**config.mk**
```make
export PLATFORM = sky130hd
export DESIGN_NAME = str_top
export DESIGN_NICKNAME = d
export VERILOG_FILES = /design/src/core/str_pkg.sv /design/src/core/str_fifo_if.sv /design/src/core/str_fifo.sv /design/src/core/str_sat_cnt.sv /design/src/core/str_top.sv
export VERILOG_INCLUDE_DIRS = /design/src /design/src/core
export SDC_FILE = /design/constraint.sdc
export NUM_CORES = 1
export LEC_CHECK = 0
export BUFFER_PORTS_ARGS = -buffer_cell sky130_fd_sc_hd__clkbuf_2
export CORE_MARGIN = 4
export CORE_UTILIZATION = 55
export CTS_CLUSTER_DIAMETER = 100
export DETAILED_ROUTE_END_ITERATION = 10
export GPL_ROUTABILITY_DRIVEN = 1
export HOLD_SLACK_MARGIN = 0.02
export PLACE_DENSITY = 0.74
export SYNTH_ARGS = -nofsm -noshare
export SYNTH_HDL_FRONTEND = slang
export SYNTH_SLANG_ARGS = --single-unit
```
**constraint.sdc**
```tcl
create_clock -name sys_clk_i -period 4.2 [get_ports sys_clk_i]
set_input_delay 0.63 -clock sys_clk_i [delete_from_list [all_inputs] [get_ports sys_clk_i]]
set_output_delay 0.63 -clock sys_clk_i [all_outputs]
set_load 0.03 [all_outputs]
```
**src/core/str_map.svh**
```systemverilog
// constants for the streaming tape recovery block
// assumes a single include per compile unit, guarded below
`ifndef STR_MAP_SVH
`define STR_MAP_SVH
// ************************************************************
// timing, in mils of tape (0.001 inch)
// ************************************************************
`define STR_GAP_EXT_MILS 300
`define STR_IRG_MILS 13
// ************************************************************
// limits and widths
// ************************************************************
`define STR_RETRY_MAX 5'h10
`define STR_STAT_LAST 3'h5
`define STR_CNT_W 8
`define STR_ADDR_RST 8'h00
`define STR_TMR_W 16
`endif

```
**src/core/str_pkg.sv**
```systemverilog
// state types for the streaming tape recovery block
// assumes str_map.svh holds the numeric constants
package str_pkg;
  typedef enum logic [5:0] {
    W_IDLE = 6'b00_0001,
    W_BUSY = 6'b00_0010,
    W_GAP = 6'b00_0100,
    W_EXT = 6'b00_1000,
    W_OVR = 6'b01_0000,
    W_ERR = 6'b10_0000
  } str_wr_st_t;
  typedef enum logic [4:0] {
    R_IDLE = 5'b0_0001,
    R_RUN = 5'b0_0010,
    R_UR = 5'b0_0100,
    R_SEEK = 5'b0_1000,
    R_END = 5'b1_0000
  } str_rd_st_t;
  typedef enum logic [2:0] {
    S_IDLE = 3'b001,
    S_PUT = 3'b010,
    S_DROP = 3'b100
  } str_st_st_t;
endpackage : str_pkg

```
**src/core/str_fifo_if.sv**
```systemverilog
// fill and drain signals of one buffer fifo
// assumes one filler and one drainer on the same clock
`timescale 1ns/100ps
interface str_fifo_if #(parameter int W = 8);
  logic push_valid;
  logic push_ready;
  logic [W-1:0] push_data;
  logic pop_valid;
  logic pop_ready;
  logic [W-1:0] pop_data;
  modport fifo(input push_valid, push_data, pop_ready,
               output push_ready, pop_valid, pop_data);
  modport user(output push_valid, push_data, pop_ready,
               input push_ready, pop_valid, pop_data);
endinterface : str_fifo_if

```
**src/core/str_fifo.sv**
```systemverilog
// block buffer fifo, flip-flop storage
// assumes DEPTH is a power of two; pointers wrap freely
`timescale 1ns/100ps
module str_fifo #(
  parameter int W = 8,
  parameter int DEPTH = 32
) (
  input wire logic sys_clk_i,
  input wire logic rst_i,
  str_fifo_if.fifo q
);
  localparam int AW = $clog2(DEPTH);
  localparam int CW = AW + 1;
  localparam logic [CW-1:0] FULL = CW'(DEPTH);
  logic [W-1:0] mem_r [DEPTH];
  logic [AW-1:0] wp_r;
  logic [AW-1:0] rp_r;
  logic [CW-1:0] cnt_r;
  logic [CW-1:0] cnt_nxt;
  logic full_r;
  logic empty_r;
  logic push;
  logic pop;
  assign push = q.push_valid && !full_r;
  assign pop = q.pop_ready && !empty_r;
  assign cnt_nxt = cnt_r + CW'(push) - CW'(pop);
  assign q.push_ready = !full_r;
  assign q.pop_valid = !empty_r;
  assign q.pop_data = mem_r[rp_r];
  // ************************************************************
  // storage and pointers
  // ************************************************************
  always_ff @(posedge sys_clk_i) begin
    if (push) begin
      mem_r[wp_r] <= q.push_data;
    end
  end
  always_ff @(posedge sys_clk_i) begin
    if (rst_i) begin
      wp_r <= '0;
      rp_r <= '0;
      cnt_r <= '0;
      full_r <= 1'b0;
      empty_r <= 1'b1;
    end else begin
      wp_r <= wp_r + AW'(push);
      rp_r <= rp_r + AW'(pop);
      cnt_r <= cnt_nxt;
      // flags registered so ready never depends on pop
      full_r <= (cnt_nxt == FULL);
      empty_r <= (cnt_nxt == '0);
    end
  end
endmodule : str_fifo

```
**src/core/str_sat_cnt.sv**
```systemverilog
// saturating statistics counter
// assumes inc is a one-cycle pulse per event
`timescale 1ns/100ps
module str_sat_cnt #(
  parameter int W = 8
) (
  input wire logic sys_clk_i,
  input wire logic rst_i,
  input wire logic inc_i,
  output logic [W-1:0] cnt_o
);
  logic [W-1:0] cnt_r;
  assign cnt_o = cnt_r;
  always_ff @(posedge sys_clk_i) begin
    if (rst_i) begin
      cnt_r <= '0;
    end else if (inc_i && cnt_r != '1) begin
      cnt_r <= cnt_r + 1'b1;
    end
  end
endmodule : str_sat_cnt

```
**src/core/str_top.sv**
```systemverilog
// streaming tape error recovery: gap extension, rewrite on
// read-after-write failure, read underrun and soft retry
// assumes the drive pulses its events one cycle each
//
// Function
// - stretch write gap by 0.3 in when starved
// - count each gap extension exactly once
// - buffer arriving ends extension, write at once
// - extension ran out: write buffer overrun
// - verify each block; rewrite on crc failure
// - next block written before previous verified
// - sixteen rewrites then abort with data error
// - counter of automatically rewritten blocks
// - one spare buffer held during reads
// - no buffer: stop, back up, wait, reseek
// - count every read underrun recovery
// - read error: reread block up to sixteen
// - give up: transfer, flag wrong block, end
// - soft retries counted; write rewrites not
// - block address byte orders read blocks
// - bad address sequence retried like errors
// - six status bytes by ready/request handshake
`timescale 1ns/100ps
`include "str_map.svh"
module str_top #(
  parameter int DW = 8,
  parameter int DEPTH = 32,
  parameter int CYC_PER_MIL = 10
) (
  input wire logic sys_clk_i,
  input wire logic rst_i,
  input wire logic host_wr_valid_i,
  input wire logic [DW-1:0] host_wr_data_i,
  output logic host_wr_ready_o,
  output logic host_rd_valid_o,
  output logic [DW-1:0] host_rd_data_o,
  output logic host_rd_wrong_o,
  input wire logic host_rd_ready_i,
  input wire logic wr_active_i,
  input wire logic rd_active_i,
  output logic tape_wr_go_o,
  output logic [DW-1:0] tape_wr_data_o,
  output logic [7:0] tape_wr_addr_o,
  input wire logic tape_wr_done_i,
  input wire logic tape_raw_i,
  input wire logic tape_raw_bad_i,
  input wire logic tape_blk_i,
  input wire logic [DW-1:0] tape_blk_data_i,
  input wire logic [7:0] tape_blk_addr_i,
  input wire logic tape_blk_crc_err_i,
  output logic tape_reread_o,
  output logic tape_stop_o,
  output logic tape_backup_o,
  output logic tape_start_o,
  input wire logic stat_cmd_i,
  input wire logic stat_req_i,
  output logic stat_dirc_o,
  output logic stat_rdy_o,
  output logic [7:0] stat_data_o,
  output logic wr_ovr_o,
  output logic wr_err_o,
  output logic rd_err_o
);
  localparam int TW = `STR_TMR_W;
  localparam int IRG_CYC = `STR_IRG_MILS * CYC_PER_MIL;
  localparam int EXT_CYC = `STR_GAP_EXT_MILS * CYC_PER_MIL;
  localparam logic [TW-1:0] IRG_LAST = TW'(IRG_CYC - 1);
  localparam logic [TW-1:0] EXT_LAST = TW'(EXT_CYC - 1);
  str_fifo_if #(.W(DW)) wf();
  str_fifo_if #(.W(DW + 1)) rf();
  str_fifo #(.W(DW), .DEPTH(DEPTH)) u_wr_fifo (
    .sys_clk_i(sys_clk_i),
    .rst_i(rst_i),
    .q(wf.fifo)
  );
  str_fifo #(.W(DW + 1), .DEPTH(DEPTH)) u_rd_fifo (
    .sys_clk_i(sys_clk_i),
    .rst_i(rst_i),
    .q(rf.fifo)
  );
  // ************************************************************
  // statistics counters: gap, rewrite, underrun, soft retry
  // ************************************************************
  logic [3:0] cnt_inc;
  logic [`STR_CNT_W-1:0] cnt_val [4];
  for (genvar i = 0; i < 4; i++) begin : g_cnt
    str_sat_cnt #(.W(`STR_CNT_W)) u_cnt (
      .sys_clk_i(sys_clk_i),
      .rst_i(rst_i),
      .inc_i(cnt_inc[i]),
      .cnt_o(cnt_val[i])
    );
  end
  // ************************************************************
  // write channel
  // ************************************************************
  str_pkg::str_wr_st_t wst_r;
  logic [TW-1:0] tmr_r;
  logic [DW-1:0] pend_d_r [2];
  logic [7:0] pend_a_r [2];
  logic [1:0] pend_cnt_r;
  logic [7:0] wr_addr_r;
  logic [4:0] wr_rty_r;
  logic redo_r;
  logic fail_hd_r;
  logic wr_ovr_r;
  logic wr_err_r;
  logic tape_wr_go_r;
  logic [DW-1:0] tape_wr_data_r;
  logic [7:0] tape_wr_addr_r;
  logic gap_end;
  logic ext_end;
  logic avail;
  logic want;
  logic start;
  logic start_new;
  logic raw_ev;
  logic raw_bad;
  logic raw_good;
  logic give_up;
  assign gap_end = (tmr_r == IRG_LAST);
  assign ext_end = (tmr_r == EXT_LAST);
  // at most two blocks in flight between write and read heads
  assign avail = redo_r || (wf.pop_valid && pend_cnt_r != 2'h2);
  assign want = wr_active_i && (wst_r == str_pkg::W_IDLE ||
    wst_r == str_pkg::W_EXT || (wst_r == str_pkg::W_GAP && gap_end));
  // a verify pulse defers the start one cycle to keep queue order
  assign start = want && avail && !tape_raw_i;
  assign start_new = start && !redo_r;
  assign raw_ev = tape_raw_i && wr_active_i && pend_cnt_r != 2'h0;
  assign raw_bad = raw_ev && tape_raw_bad_i;
  assign raw_good = raw_ev && !tape_raw_bad_i;
  assign give_up = raw_bad && wr_rty_r == `STR_RETRY_MAX;
  assign wf.push_valid = host_wr_valid_i;
  assign wf.push_data = host_wr_data_i;
  assign wf.pop_ready = start_new;
  assign host_wr_ready_o = wf.push_ready;
  assign cnt_inc[0] = wr_active_i && !give_up && !avail &&
    wst_r == str_pkg::W_GAP && gap_end;
  assign cnt_inc[1] = raw_bad && !give_up;
  always_ff @(posedge sys_clk_i) begin
    if (rst_i || !wr_active_i) begin
      wst_r <= str_pkg::W_IDLE;
      tmr_r <= '0;
    end else if (give_up) begin
      wst_r <= str_pkg::W_ERR;
    end else begin
      unique case (wst_r)
        str_pkg::W_IDLE: begin
          if (start) begin
            wst_r <= str_pkg::W_BUSY;
          end
        end
        str_pkg::W_BUSY: begin
          tmr_r <= '0;
          if (tape_wr_done_i) begin
            wst_r <= str_pkg::W_GAP;
          end
        end
        str_pkg::W_GAP: begin
          if (!gap_end) begin
            tmr_r <= tmr_r + 1'b1;
          end else if (start) begin
            wst_r <= str_pkg::W_BUSY;
          end else if (!avail) begin
            wst_r <= str_pkg::W_EXT;
            tmr_r <= '0;
          end
        end
        str_pkg::W_EXT: begin
          if (start) begin
            wst_r <= str_pkg::W_BUSY;
          end else if (ext_end) begin
            wst_r <= str_pkg::W_OVR;
          end else begin
            tmr_r <= tmr_r + 1'b1;
          end
        end
        str_pkg::W_OVR, str_pkg::W_ERR: begin
          wst_r <= wst_r;
        end
      endcase
    end
  end
  always_ff @(posedge sys_clk_i) begin
    if (rst_i) begin
      tape_wr_go_r <= 1'b0;
      tape_wr_data_r <= '0;
      tape_wr_addr_r <= `STR_ADDR_RST;
    end else begin
      tape_wr_go_r <= start;
      if (start) begin
        tape_wr_data_r <= redo_r ? pend_d_r[pend_cnt_r[1]] : wf.pop_data;
        tape_wr_addr_r <= redo_r ? pend_a_r[pend_cnt_r[1]] :
          wr_addr_r;
      end
    end
  end
  // unverified blocks, oldest first
  always_ff @(posedge sys_clk_i) begin
    if (rst_i || !wr_active_i) begin
      pend_cnt_r <= 2'h0;
      wr_addr_r <= `STR_ADDR_RST;
    end else if (raw_good) begin
      pend_d_r[0] <= pend_d_r[1];
      pend_a_r[0] <= pend_a_r[1];
      pend_cnt_r <= pend_cnt_r - 1'b1;
    end else if (start_new) begin
      pend_d_r[pend_cnt_r[0]] <= wf.pop_data;
      pend_a_r[pend_cnt_r[0]] <= wr_addr_r;
      pend_cnt_r <= pend_cnt_r + 1'b1;
      wr_addr_r <= wr_addr_r + 1'b1;
    end else if (raw_bad && pend_cnt_r == 2'h2) begin
      pend_d_r[0] <= pend_d_r[1];
      pend_a_r[0] <= pend_a_r[1];
      pend_d_r[1] <= pend_d_r[0];
      pend_a_r[1] <= pend_a_r[0];
    end
  end
  always_ff @(posedge sys_clk_i) begin
    if (rst_i || !wr_active_i) begin
      redo_r <= 1'b0;
      wr_rty_r <= 5'h00;
      fail_hd_r <= 1'b1;
    end else if (raw_bad && !give_up) begin
      redo_r <= 1'b1;
      wr_rty_r <= wr_rty_r + 1'b1;
      fail_hd_r <= (pend_cnt_r == 2'h1);
    end else begin
      // an older block passing keeps the failing count
      if (raw_good) begin
        wr_rty_r <= fail_hd_r ? 5'h00 : wr_rty_r;
        fail_hd_r <= 1'b1;
      end
      if (start) begin
        redo_r <= 1'b0;
      end
    end
  end
  always_ff @(posedge sys_clk_i) begin
    if (rst_i) begin
      wr_ovr_r <= 1'b0;
      wr_err_r <= 1'b0;
    end else begin
      if (wst_r == str_pkg::W_IDLE && wr_active_i) begin
        wr_ovr_r <= 1'b0;
        wr_err_r <= 1'b0;
      end
      if (wst_r == str_pkg::W_EXT && !start && ext_end &&
          wr_active_i && !give_up) begin
        wr_ovr_r <= 1'b1;
      end
      if (give_up && wr_active_i) begin
        wr_err_r <= 1'b1;
      end
    end
  end
  // ************************************************************
  // read channel
  // ************************************************************
  str_pkg::str_rd_st_t rst_r;
  logic [7:0] exp_r;
  logic [4:0] rd_rty_r;
  logic last_good_r;
  logic seq_err_r;
  logic wrong_r;
  logic rd_err_r;
  logic [7:0] fail_addr_r;
  logic [2:0] pulse_r;
  logic rd_take;
  logic b_good;
  logic b_dup;
  logic b_bad;
  logic b_retry;
  logic b_quit;
  logic b_ur;
  assign rd_take = tape_blk_i && rd_active_i &&
    (rst_r == str_pkg::R_RUN ||
     (rst_r == str_pkg::R_SEEK && tape_blk_addr_i == exp_r));
  assign b_good = !tape_blk_crc_err_i && tape_blk_addr_i == exp_r;
  // only the previous address (exp_r - 1) is a rewritten duplicate, skipped silently
  assign b_dup = !tape_blk_crc_err_i &&
    tape_blk_addr_i == exp_r - 1'b1;
  assign b_bad = !b_good && !b_dup;
  assign b_retry = rd_take && b_bad && rd_rty_r < `STR_RETRY_MAX;
  assign b_quit = rd_take && b_bad && rd_rty_r == `STR_RETRY_MAX;
  // last free slot is the reserve; full means it is used up
  assign b_ur = rd_take && b_good && !rf.push_ready;
  assign rf.push_valid = rd_take &&
    ((b_good && rf.push_ready) || b_quit);
  assign rf.push_data = {b_quit && tape_blk_addr_i != exp_r,
    tape_blk_data_i};
  assign rf.pop_ready = host_rd_ready_i;
  assign host_rd_valid_o = rf.pop_valid;
  assign host_rd_data_o = rf.pop_data[DW-1:0];
  assign host_rd_wrong_o = rf.pop_data[DW];
  assign cnt_inc[2] = b_ur;
  assign cnt_inc[3] = b_retry;
  always_ff @(posedge sys_clk_i) begin
    if (rst_i || !rd_active_i) begin
      rst_r <= str_pkg::R_IDLE;
      exp_r <= `STR_ADDR_RST;
      rd_rty_r <= 5'h00;
      last_good_r <= 1'b0;
    end else begin
      unique case (rst_r)
        str_pkg::R_IDLE: begin
          rst_r <= str_pkg::R_RUN;
        end
        str_pkg::R_RUN, str_pkg::R_SEEK: begin
          if (b_ur) begin
            rst_r <= str_pkg::R_UR;
          end else if (rd_take && b_good) begin
            rst_r <= str_pkg::R_RUN;
            exp_r <= exp_r + 1'b1;
            rd_rty_r <= 5'h00;
            last_good_r <= 1'b1;
          end else if (b_retry) begin
            rd_rty_r <= rd_rty_r + 1'b1;
            last_good_r <= 1'b0;
          end else if (b_quit) begin
            rst_r <= str_pkg::R_END;
          end
        end
        str_pkg::R_UR: begin
          if (rf.push_ready) begin
            rst_r <= str_pkg::R_SEEK;
          end
        end
        str_pkg::R_END: begin
          rst_r <= str_pkg::R_END;
        end
      endcase
    end
  end
  // reread, stop+backup, restart pulses
  always_ff @(posedge sys_clk_i) begin
    if (rst_i) begin
      pulse_r <= 3'h0;
    end else begin
      pulse_r[0] <= b_retry;
      pulse_r[1] <= b_ur;
      pulse_r[2] <= rd_active_i && rst_r == str_pkg::R_UR &&
        rf.push_ready;
    end
  end
  assign tape_reread_o = pulse_r[0];
  assign tape_stop_o = pulse_r[1];
  assign tape_backup_o = pulse_r[1];
  assign tape_start_o = pulse_r[2];
  always_ff @(posedge sys_clk_i) begin
    if (rst_i) begin
      seq_err_r <= 1'b0;
      wrong_r <= 1'b0;
      rd_err_r <= 1'b0;
      fail_addr_r <= `STR_ADDR_RST;
    end else begin
      if (rst_r == str_pkg::R_IDLE && rd_active_i) begin
        seq_err_r <= 1'b0;
        wrong_r <= 1'b0;
        rd_err_r <= 1'b0;
      end
      if (rd_take && last_good_r && !tape_blk_crc_err_i &&
          b_bad) begin
        seq_err_r <= 1'b1;
      end
      if (b_quit) begin
        rd_err_r <= 1'b1;
        wrong_r <= tape_blk_addr_i != exp_r;
        fail_addr_r <= exp_r;
      end
    end
  end
  // ************************************************************
  // status readout
  // ************************************************************
  str_pkg::str_st_st_t sst_r;
  logic [2:0] idx_r;
  logic [7:0] byte_nxt;
  logic [2:0] idx_nxt;
  logic stat_dirc_r;
  logic stat_rdy_r;
  logic [7:0] stat_data_r;
  assign idx_nxt = (sst_r == str_pkg::S_IDLE) ? 3'h0 : idx_r + 1'b1;
  always_comb begin
    unique case (idx_nxt)
      3'h0: byte_nxt = cnt_val[0];
      3'h1: byte_nxt = cnt_val[1];
      3'h2: byte_nxt = cnt_val[2];
      3'h3: byte_nxt = cnt_val[3];
      3'h4: byte_nxt = {3'h0, seq_err_r, wrong_r, rd_err_r,
                        wr_err_r, wr_ovr_r};
      default: byte_nxt = fail_addr_r;
    endcase
  end
  always_ff @(posedge sys_clk_i) begin
    if (rst_i) begin
      sst_r <= str_pkg::S_IDLE;
      idx_r <= 3'h0;
      stat_dirc_r <= 1'b0;
      stat_rdy_r <= 1'b0;
      stat_data_r <= 8'h00;
    end else begin
      unique case (sst_r)
        str_pkg::S_IDLE: begin
          if (stat_cmd_i) begin
            sst_r <= str_pkg::S_PUT;
            idx_r <= idx_nxt;
            stat_dirc_r <= 1'b1;
            stat_data_r <= byte_nxt;
            stat_rdy_r <= 1'b1;
          end
        end
        str_pkg::S_PUT: begin
          if (stat_req_i) begin
            sst_r <= str_pkg::S_DROP;
            stat_rdy_r <= 1'b0;
          end
        end
        str_pkg::S_DROP: begin
          if (!stat_req_i && idx_r == `STR_STAT_LAST) begin
            sst_r <= str_pkg::S_IDLE;
            stat_dirc_r <= 1'b0;
          end else if (!stat_req_i) begin
            sst_r <= str_pkg::S_PUT;
            idx_r <= idx_nxt;
            stat_data_r <= byte_nxt;
            stat_rdy_r <= 1'b1;
          end
        end
      endcase
    end
  end
  assign stat_dirc_o = stat_dirc_r;
  assign stat_rdy_o = stat_rdy_r;
  assign stat_data_o = stat_data_r;
  assign tape_wr_go_o = tape_wr_go_r;
  assign tape_wr_data_o = tape_wr_data_r;
  assign tape_wr_addr_o = tape_wr_addr_r;
  assign wr_ovr_o = wr_ovr_r;
  assign wr_err_o = wr_err_r;
  assign rd_err_o = rd_err_r;
endmodule : str_top

```
; Word level (Yosys, flattened, before mapping)
; Memories as Yosys holds them, arrays and structs flattened. A register that Yosys moved wholly into a read port is not among the register bits.
; Cells that the tools add are included.
[word_totals]
out_inout_bits = 45
regBits = 175
n_memories = 4
word_cells = 334
input_bits = 37
mem_bits_rw = 576
[memory_table]
columns = name, words, width, read_ports, rd_ports_with_merged_regs, write_ports, line
row1 = u_rd_fifo.mem_r, 32, 9, 1, 1, 1, str_fifo.sv:15  ; logic [W-1:0] mem_r [DEPTH];
row2 = u_wr_fifo.mem_r, 32, 8, 1, 1, 1, str_fifo.sv:15
row3 = pend_a_r, 2, 8, 3, 1, 2, str_top.sv:100  ; logic [7:0] pend_a_r [2];
row4 = pend_d_r, 2, 8, 3, 1, 2, str_top.sv:99  ; logic [DW-1:0] pend_d_r [2];
[classes]
bitwise_logic = 6
eq_ne = 59
n_mux = 95
n_lt_le_gt_ge = 1
n_addsub = 21
n_reduce_logical = 107
[ops]
columns = op, n
row1 = 2-to-1 mux 16 bit, 5
row2 = 2-to-1 mux 8 bit, 9
row3 = 2-to-1 mux 5 bit, 12
row4 = logical AND 1 bit, 52
row5 = adder 8 x 1 -> 8 bit (second input constant), 6
row6 = 2-to-1 mux 6 bit, 8
row7 = one-hot mux 16 bit (3 select lines), 1
row8 = 2-to-1 mux 1 bit, 42
row9 = one-hot mux 8 bit (5 select lines), 1
row10 = inequality test 8 bit (second input constant), 4
row11 = inequality test 2 bit (second input constant), 13
row12 = 2-to-1 mux 3 bit, 8
row13 = inequality test 3 bit (second input constant), 8
row14 = one-hot mux 6 bit (4 select lines), 1
row15 = nonzero test 2 bit, 11
row16 = adder 5 x 1 -> 5 bit, 4
row17 = one-hot mux 5 bit (4 select lines), 1
row18 = equality test 6 bit (second input constant), 3
row19 = AND reduction 6 bit, 3
row20 = adder 16 x 1 -> 16 bit (second input constant), 1
row21 = equality test 16 x 12 -> 1 bit (second input constant), 1
row22 = equality test 16 x 8 -> 1 bit (second input constant), 1
row23 = equality test 8 bit, 2
row24 = zero test 1 bit, 16
row25 = other kinds (43), 76

; Logic depth before layout (Yosys ltp)
[logic_depth]
ltp_word = 13
depth_mapped = 19
mapped_depth_nobuf = 17

; By module
; Synthesis repeated with hierarchy kept, for this count alone.
[hier_totals]
cells_unflattened = 2243
hier_area_um2 = 32347.3
[modules_own_cells]
columns = mod, cells_each, n_inst, area_each_um2, seq_area_each_um2
row1 = str_fifo (u_rd_fifo), 669, 1, 12215.5, 9008.6
row2 = str_fifo (u_wr_fifo), 562, 1, 10855.4, 8047.7
row3 = str_top, 828, 1, 7554.7, 3123.0
row4 = str_sat_cnt, 46, 4, 430.4, 160.2

; Worst setup path before layout
; OpenSTA, ideal clock, no wires.
[synth_path]
kind = reg2reg
startpoint = register exp_r[0]
endpoint = register u_rd_fifo.full_r
slack_ns = 0.000
arrival_time_ns = 4.122
required_ns = 4.122
stages_incl_launch_ff = 19
n_path_buf = 2
setup_time_ns = 0.078
synth_period_minus_slack_ns = 4.200
path_cell_list = dfxtp_1 -> clkbuf_1 -> inv_1 -> ha_1 -> xnor2_1 -> or3_1 -> a2111o_1 -> or3_1 -> a41oi_1 -> clkbuf_1 -> inv_2 -> ha_1 -> fa_1 -> a21oi_1 -> nor2_1 -> nor2_1 -> xor2_1 -> nand3_1 -> nor3_1
[synth_between]
elab_chain_len = 13
elab_cells_between_ends = 20
classes_between = add/sub (3) / eq/ne (3) / reduce/logical (14)
[synth_rtl]
columns = item, line
row1 = "start, declared", str_top.sv:262  ; logic [7:0] exp_r;
row2 = "start signal, assigned", str_top.sv:302  ; exp_r <= `STR_ADDR_RST;
row3 = "start signal, assigned", str_top.sv:315  ; exp_r <= exp_r + 1'b1;
row4 = subtractor 8 x 1 -> 8 bit, str_top.sv:283  ; tape_blk_addr_i == exp_r - 1'b1;
row5 = equality test 8 bit, str_top.sv:283
row6 = logical AND 1 bit, str_top.sv:282  ; assign b_dup = !tape_blk_crc_err_i &&
row7 = zero test 1 bit, str_top.sv:284  ; assign b_bad = !b_good && !b_dup;
row8 = logical AND 1 bit, str_top.sv:284
row9 = logical AND 1 bit, str_top.sv:286  ; assign b_quit = rd_take && b_bad && rd_rty_r == `STR_RETRY_MAX;
row10 = logical AND 1 bit (no source line), -
row11 = logical OR 1 bit, str_top.sv:290  ; ((b_good && rf.push_ready) || b_quit);
row12 = logical AND 1 bit *, str_top.sv:289  ; assign rf.push_valid = rd_take &&
row13 = logical AND 1 bit *, str_fifo.sv:24  ; assign push = q.push_valid && !full_r;
row14 = adder 6 x 1 -> 6 bit *, str_fifo.sv:26  ; assign cnt_nxt = cnt_r + CW'(push) - CW'(pop);
row15 = subtractor 6 x 1 -> 6 bit *, str_fifo.sv:26
row16 = equality test 6 bit *, str_fifo.sv:50  ; full_r <= (cnt_nxt == FULL);
row17 = "end signal, assigned", str_fifo.sv:50
row18 = "end, declared", str_fifo.sv:20  ; logic full_r;
; Every way passes the cells marked *; elsewhere a longest branch is shown, timed or not.
; A chain may end at the register's enable or synchronous reset.

; Worst setup path in the final report
[layout_path]
startpoint = register exp_r[6]
endpoint = register u_rd_fifo.full_r
; The elaborated chain is that of the path after synthesis.

==> results.ini <==
[status]
status = complete, no violations

[timing]
relSlewSlack_pct = 26.76
tns_ns = 0
fin_skew_ns = 0.02097
max_clock_freq_ghz = 0.2557
finalSetupViolCount = 0
hold_violations = 0
post-route-period-util_pct = 93.13
rsz0062_at_grt = no
maxSlewViolCount = 0
worst_slew_pin_slew_ns = 1.097
period_minus_slack_ns = 3.912

[worst_setup_path]
max_stage_delay_ns = 0.70
crit_slowest_cell = nor4_1
crit_chain = xor2_1 > nor4_1 > a21oi_1 > or2_2 > a41oi_2 > inv_2 > ha_1 > fa_1 > xnor2_1 > nor3b_1 > nand3_1 > nor3_1
crit_buf_inv = 1
r2r-start = exp_r[6]
r2r_end = u_rd_fifo.full_r
cp.required_ns = 4.71
cp.depth = 12
arrival_ns = 4.42
crit_path_end = u_rd_fifo.full_r
path_class = register to register
cp_top_family = simple AND/OR/NAND/NOR gates
start_kind = register
cp_max_fo = 6
cp-end-kind = register
rrSetupSlack_ns = 0.29
worstSetupStartpoint = exp_r[6]
reg2reg_depth = 12

[global_route]
grt_max_degree = 74
grt_pass1_vias = 18220
grt_pass1_wl_mm = 106.8
grt_usage_pct = 22.56
grt-ovfl-total = 0
antenna_found_initial = 0

[routing]
routed-via-count = 18140
wl_met1_mm = 28.86
drt-initial-drc-count = 1683
route.met3.wl_mm = 3.717
vias_per_cell = 6.146
postRouteAntennaNets = 0
route.detailed.drc = 0
top_layer_used = met4
dr.pass1.iters = 5
detail_route.wl_per_cell_um = 22.84
met2_length_mm = 33.20
routed_wl_mm = 67.39

[clock_network]
insertion_delay_ns = 0.61
cts_buffer_depth = 3
cts.clk_slew.worst_paths_ns = 0.06
cts_tree = yes
root_buffer = clkbuf_16
cts_setup_buffers = 0
h-tree-depth = 3
clock_sinks = 752
cts_buffers = 76

[synthesis]
yosysSeqAreaShare_pct = 66.09
synth_edf_count = 576
synth_ff_type = edfxtp_1
synth_cell_types = 81
synthCells = 2029
synth_nets = 2106
async_flop_share_pct = 0
ys_seq_elements = 752
synth_area_per_cell_sq_um = 15.53
syn_area_sq_um = 31500
yosys.area.top_type = edfxtp_1
ys_warn_count = 0
synth_top_area_share_pct = 54.91
ys_top_cells_by_area = edfxtp_1 (55%), mux4_2 (12%), dfxtp_1 (11%)

[placement]
dp_hpwl_mm = 42.81
dpl-instance-area_sq_um = 32930
gp_congestion = 0.8632
numPortBuffers = 81

[die]
num_io_pins = 82
std_cell_rows = 87
die_area_sq_um = 61170
die_h_um = 247.3
initial_core_util_pct = 55.76
dieWidth_um = 247.3
core_area_sq_um = 56500

[layout]
final_cell_mix = edfxtp_1 (576), dfxtp_1 (171), mux4_2 (170)
final_common_cell = edfxtp_1
final_net_count = 2209
synthToLayoutAreaGrowth_pct = 12.11
drive_above_1_share_pct = 22.37
num_antenna_cells = 0
stdcell_area_sq_um = 35320

[pwr]
vdd_drop_max_v = 0.0003837
p_leak_nw = 11.43
power_density_nw_per_um2 = 458.0

[hold_path]
holdCritPathClass = primary input to register

[flow_run]
maxCapViolCount = 0

-- state kept, by name, indices dropped and copies added, names as in the netlist, 8 cells and up, named ones only --
name / flops
fail_addr_r: 8
exp_r: 8
stat_data_o: 8
u_wr_fifo.mem_r: 256
tape_wr_data_o: 8
wr_addr_r: 8
tape_wr_addr_o: 8
pend_a_r: 16
pend_d_r: 16
tmr_r: 16
g_cnt.u_cnt.cnt_o: 32
u_rd_fifo.mem_r: 288
-- worst min path at each step --
stage                   start        endpoint  slack [ns]  depth (start not counted)
2_1_floorplan     wr_rty_r[4]     wr_rty_r[4]        0.43                          1
5_1_grt            stat_cmd_i     stat_dirc_o        0.32                          3
3_3_place_gp      wr_rty_r[4]     wr_rty_r[4]        0.44                          1
4_1_cts            stat_cmd_i     stat_dirc_o        0.29                          3
3_5_place_dp   stat_data_o[0]  stat_data_o[0]        0.45                          2
6_report           stat_cmd_i     stat_dirc_o        0.32                          3
-- power by group --
part	internal [mW]	switching (mW)	leakage (nW)	total, mW
sequential	8.11	0.0995	6.69	8.21
clock	3.70	2.75	1.17	6.46
combinational	0.655	0.857	3.57	1.51
-- area by class of cell --
cell class	instances	area [sq um]
inverter	40	150.1
clock inverter	37	281.5
timing repair buffer	143	923.4
sequential	752	20830
clock buffer	104	2101
multi-input combinational	1119	10080
tap	756	945.9
fill	3938	21180
-- cell families after synthesis --
logic type | Yosys count | synth area share [%]
simple gates | 532 | 8.583
mux | 250 | 15.00
buf+inv | 158 | 1.994
compound gates | 216 | 4.445
fa+ha+maj | 40 | 1.636
flops | 752 | 66.09
xor+xnor | 81 | 2.252
-- timing repair --
action / CTS / global route
hold endpoints to repair: 0 / 0
hold buffers: 0 / 0
setup endpoints to repair: 0 / 1
resized for setup: 0 / 2
-- Yosys cell counts, types with 28 or more instances --
cell	number
clkbuf_1	88
dfxtp_1	176
o21ai_0	31
mux4_2	170
edfxtp_1	576
ha_1	38
nand3_1	47
xor2_1	34
nand2_1	110
nor2_1	147
mux2i_1	31
nor3_1	52
inv_1	38
xnor2_1	47
a21oi_1	77
mux2_2	33
nand4_1	28
-- per-layer routing --
| layer | track usage [%] | up-vias |
|---|---|---|
| li1 | - | 8115 |
| met1 | 31.90 | 9308 |
| met2 | 36.99 | 591 |
| met3 | 3.763 | 122 |
| met4 | 6.006 | 0 |
| met5 | 0 | - |
-- through the flow --
step	hold WS, ns	util, %	total power, mW	worst slack (ns)	instances
2_1_floorplan	0.4271	-	9.421	0.08047	2029
3_3_place_gp	0.4383	58.29	9.810	0.3397	2810
3_5_place_dp	0.4475	58.29	9.870	0.2094	2810
4_1_cts	0.2854	62.51	16.28	0.1720	2951
5_1_grt	0.3201	62.51	16.78	0.05722	2951
6_report	0.3171	62.51	16.18	0.2884	2951
-- worst register-to-register path, stage by stage, from the launching register on --
cell and delay [ns]:
dfxtp_1 0.48, xor2_1 0.17, nor4_1 0.70, a21oi_1 0.23, or2_2 0.37, a41oi_2 0.27
inv_2 0.07, ha_1 0.21, fa_1 0.44, xnor2_1 0.23, nor3b_1 0.36, nand3_1 0.12
nor3_1 0.16
Note: power is estimated with default switching activity, not from simulation.
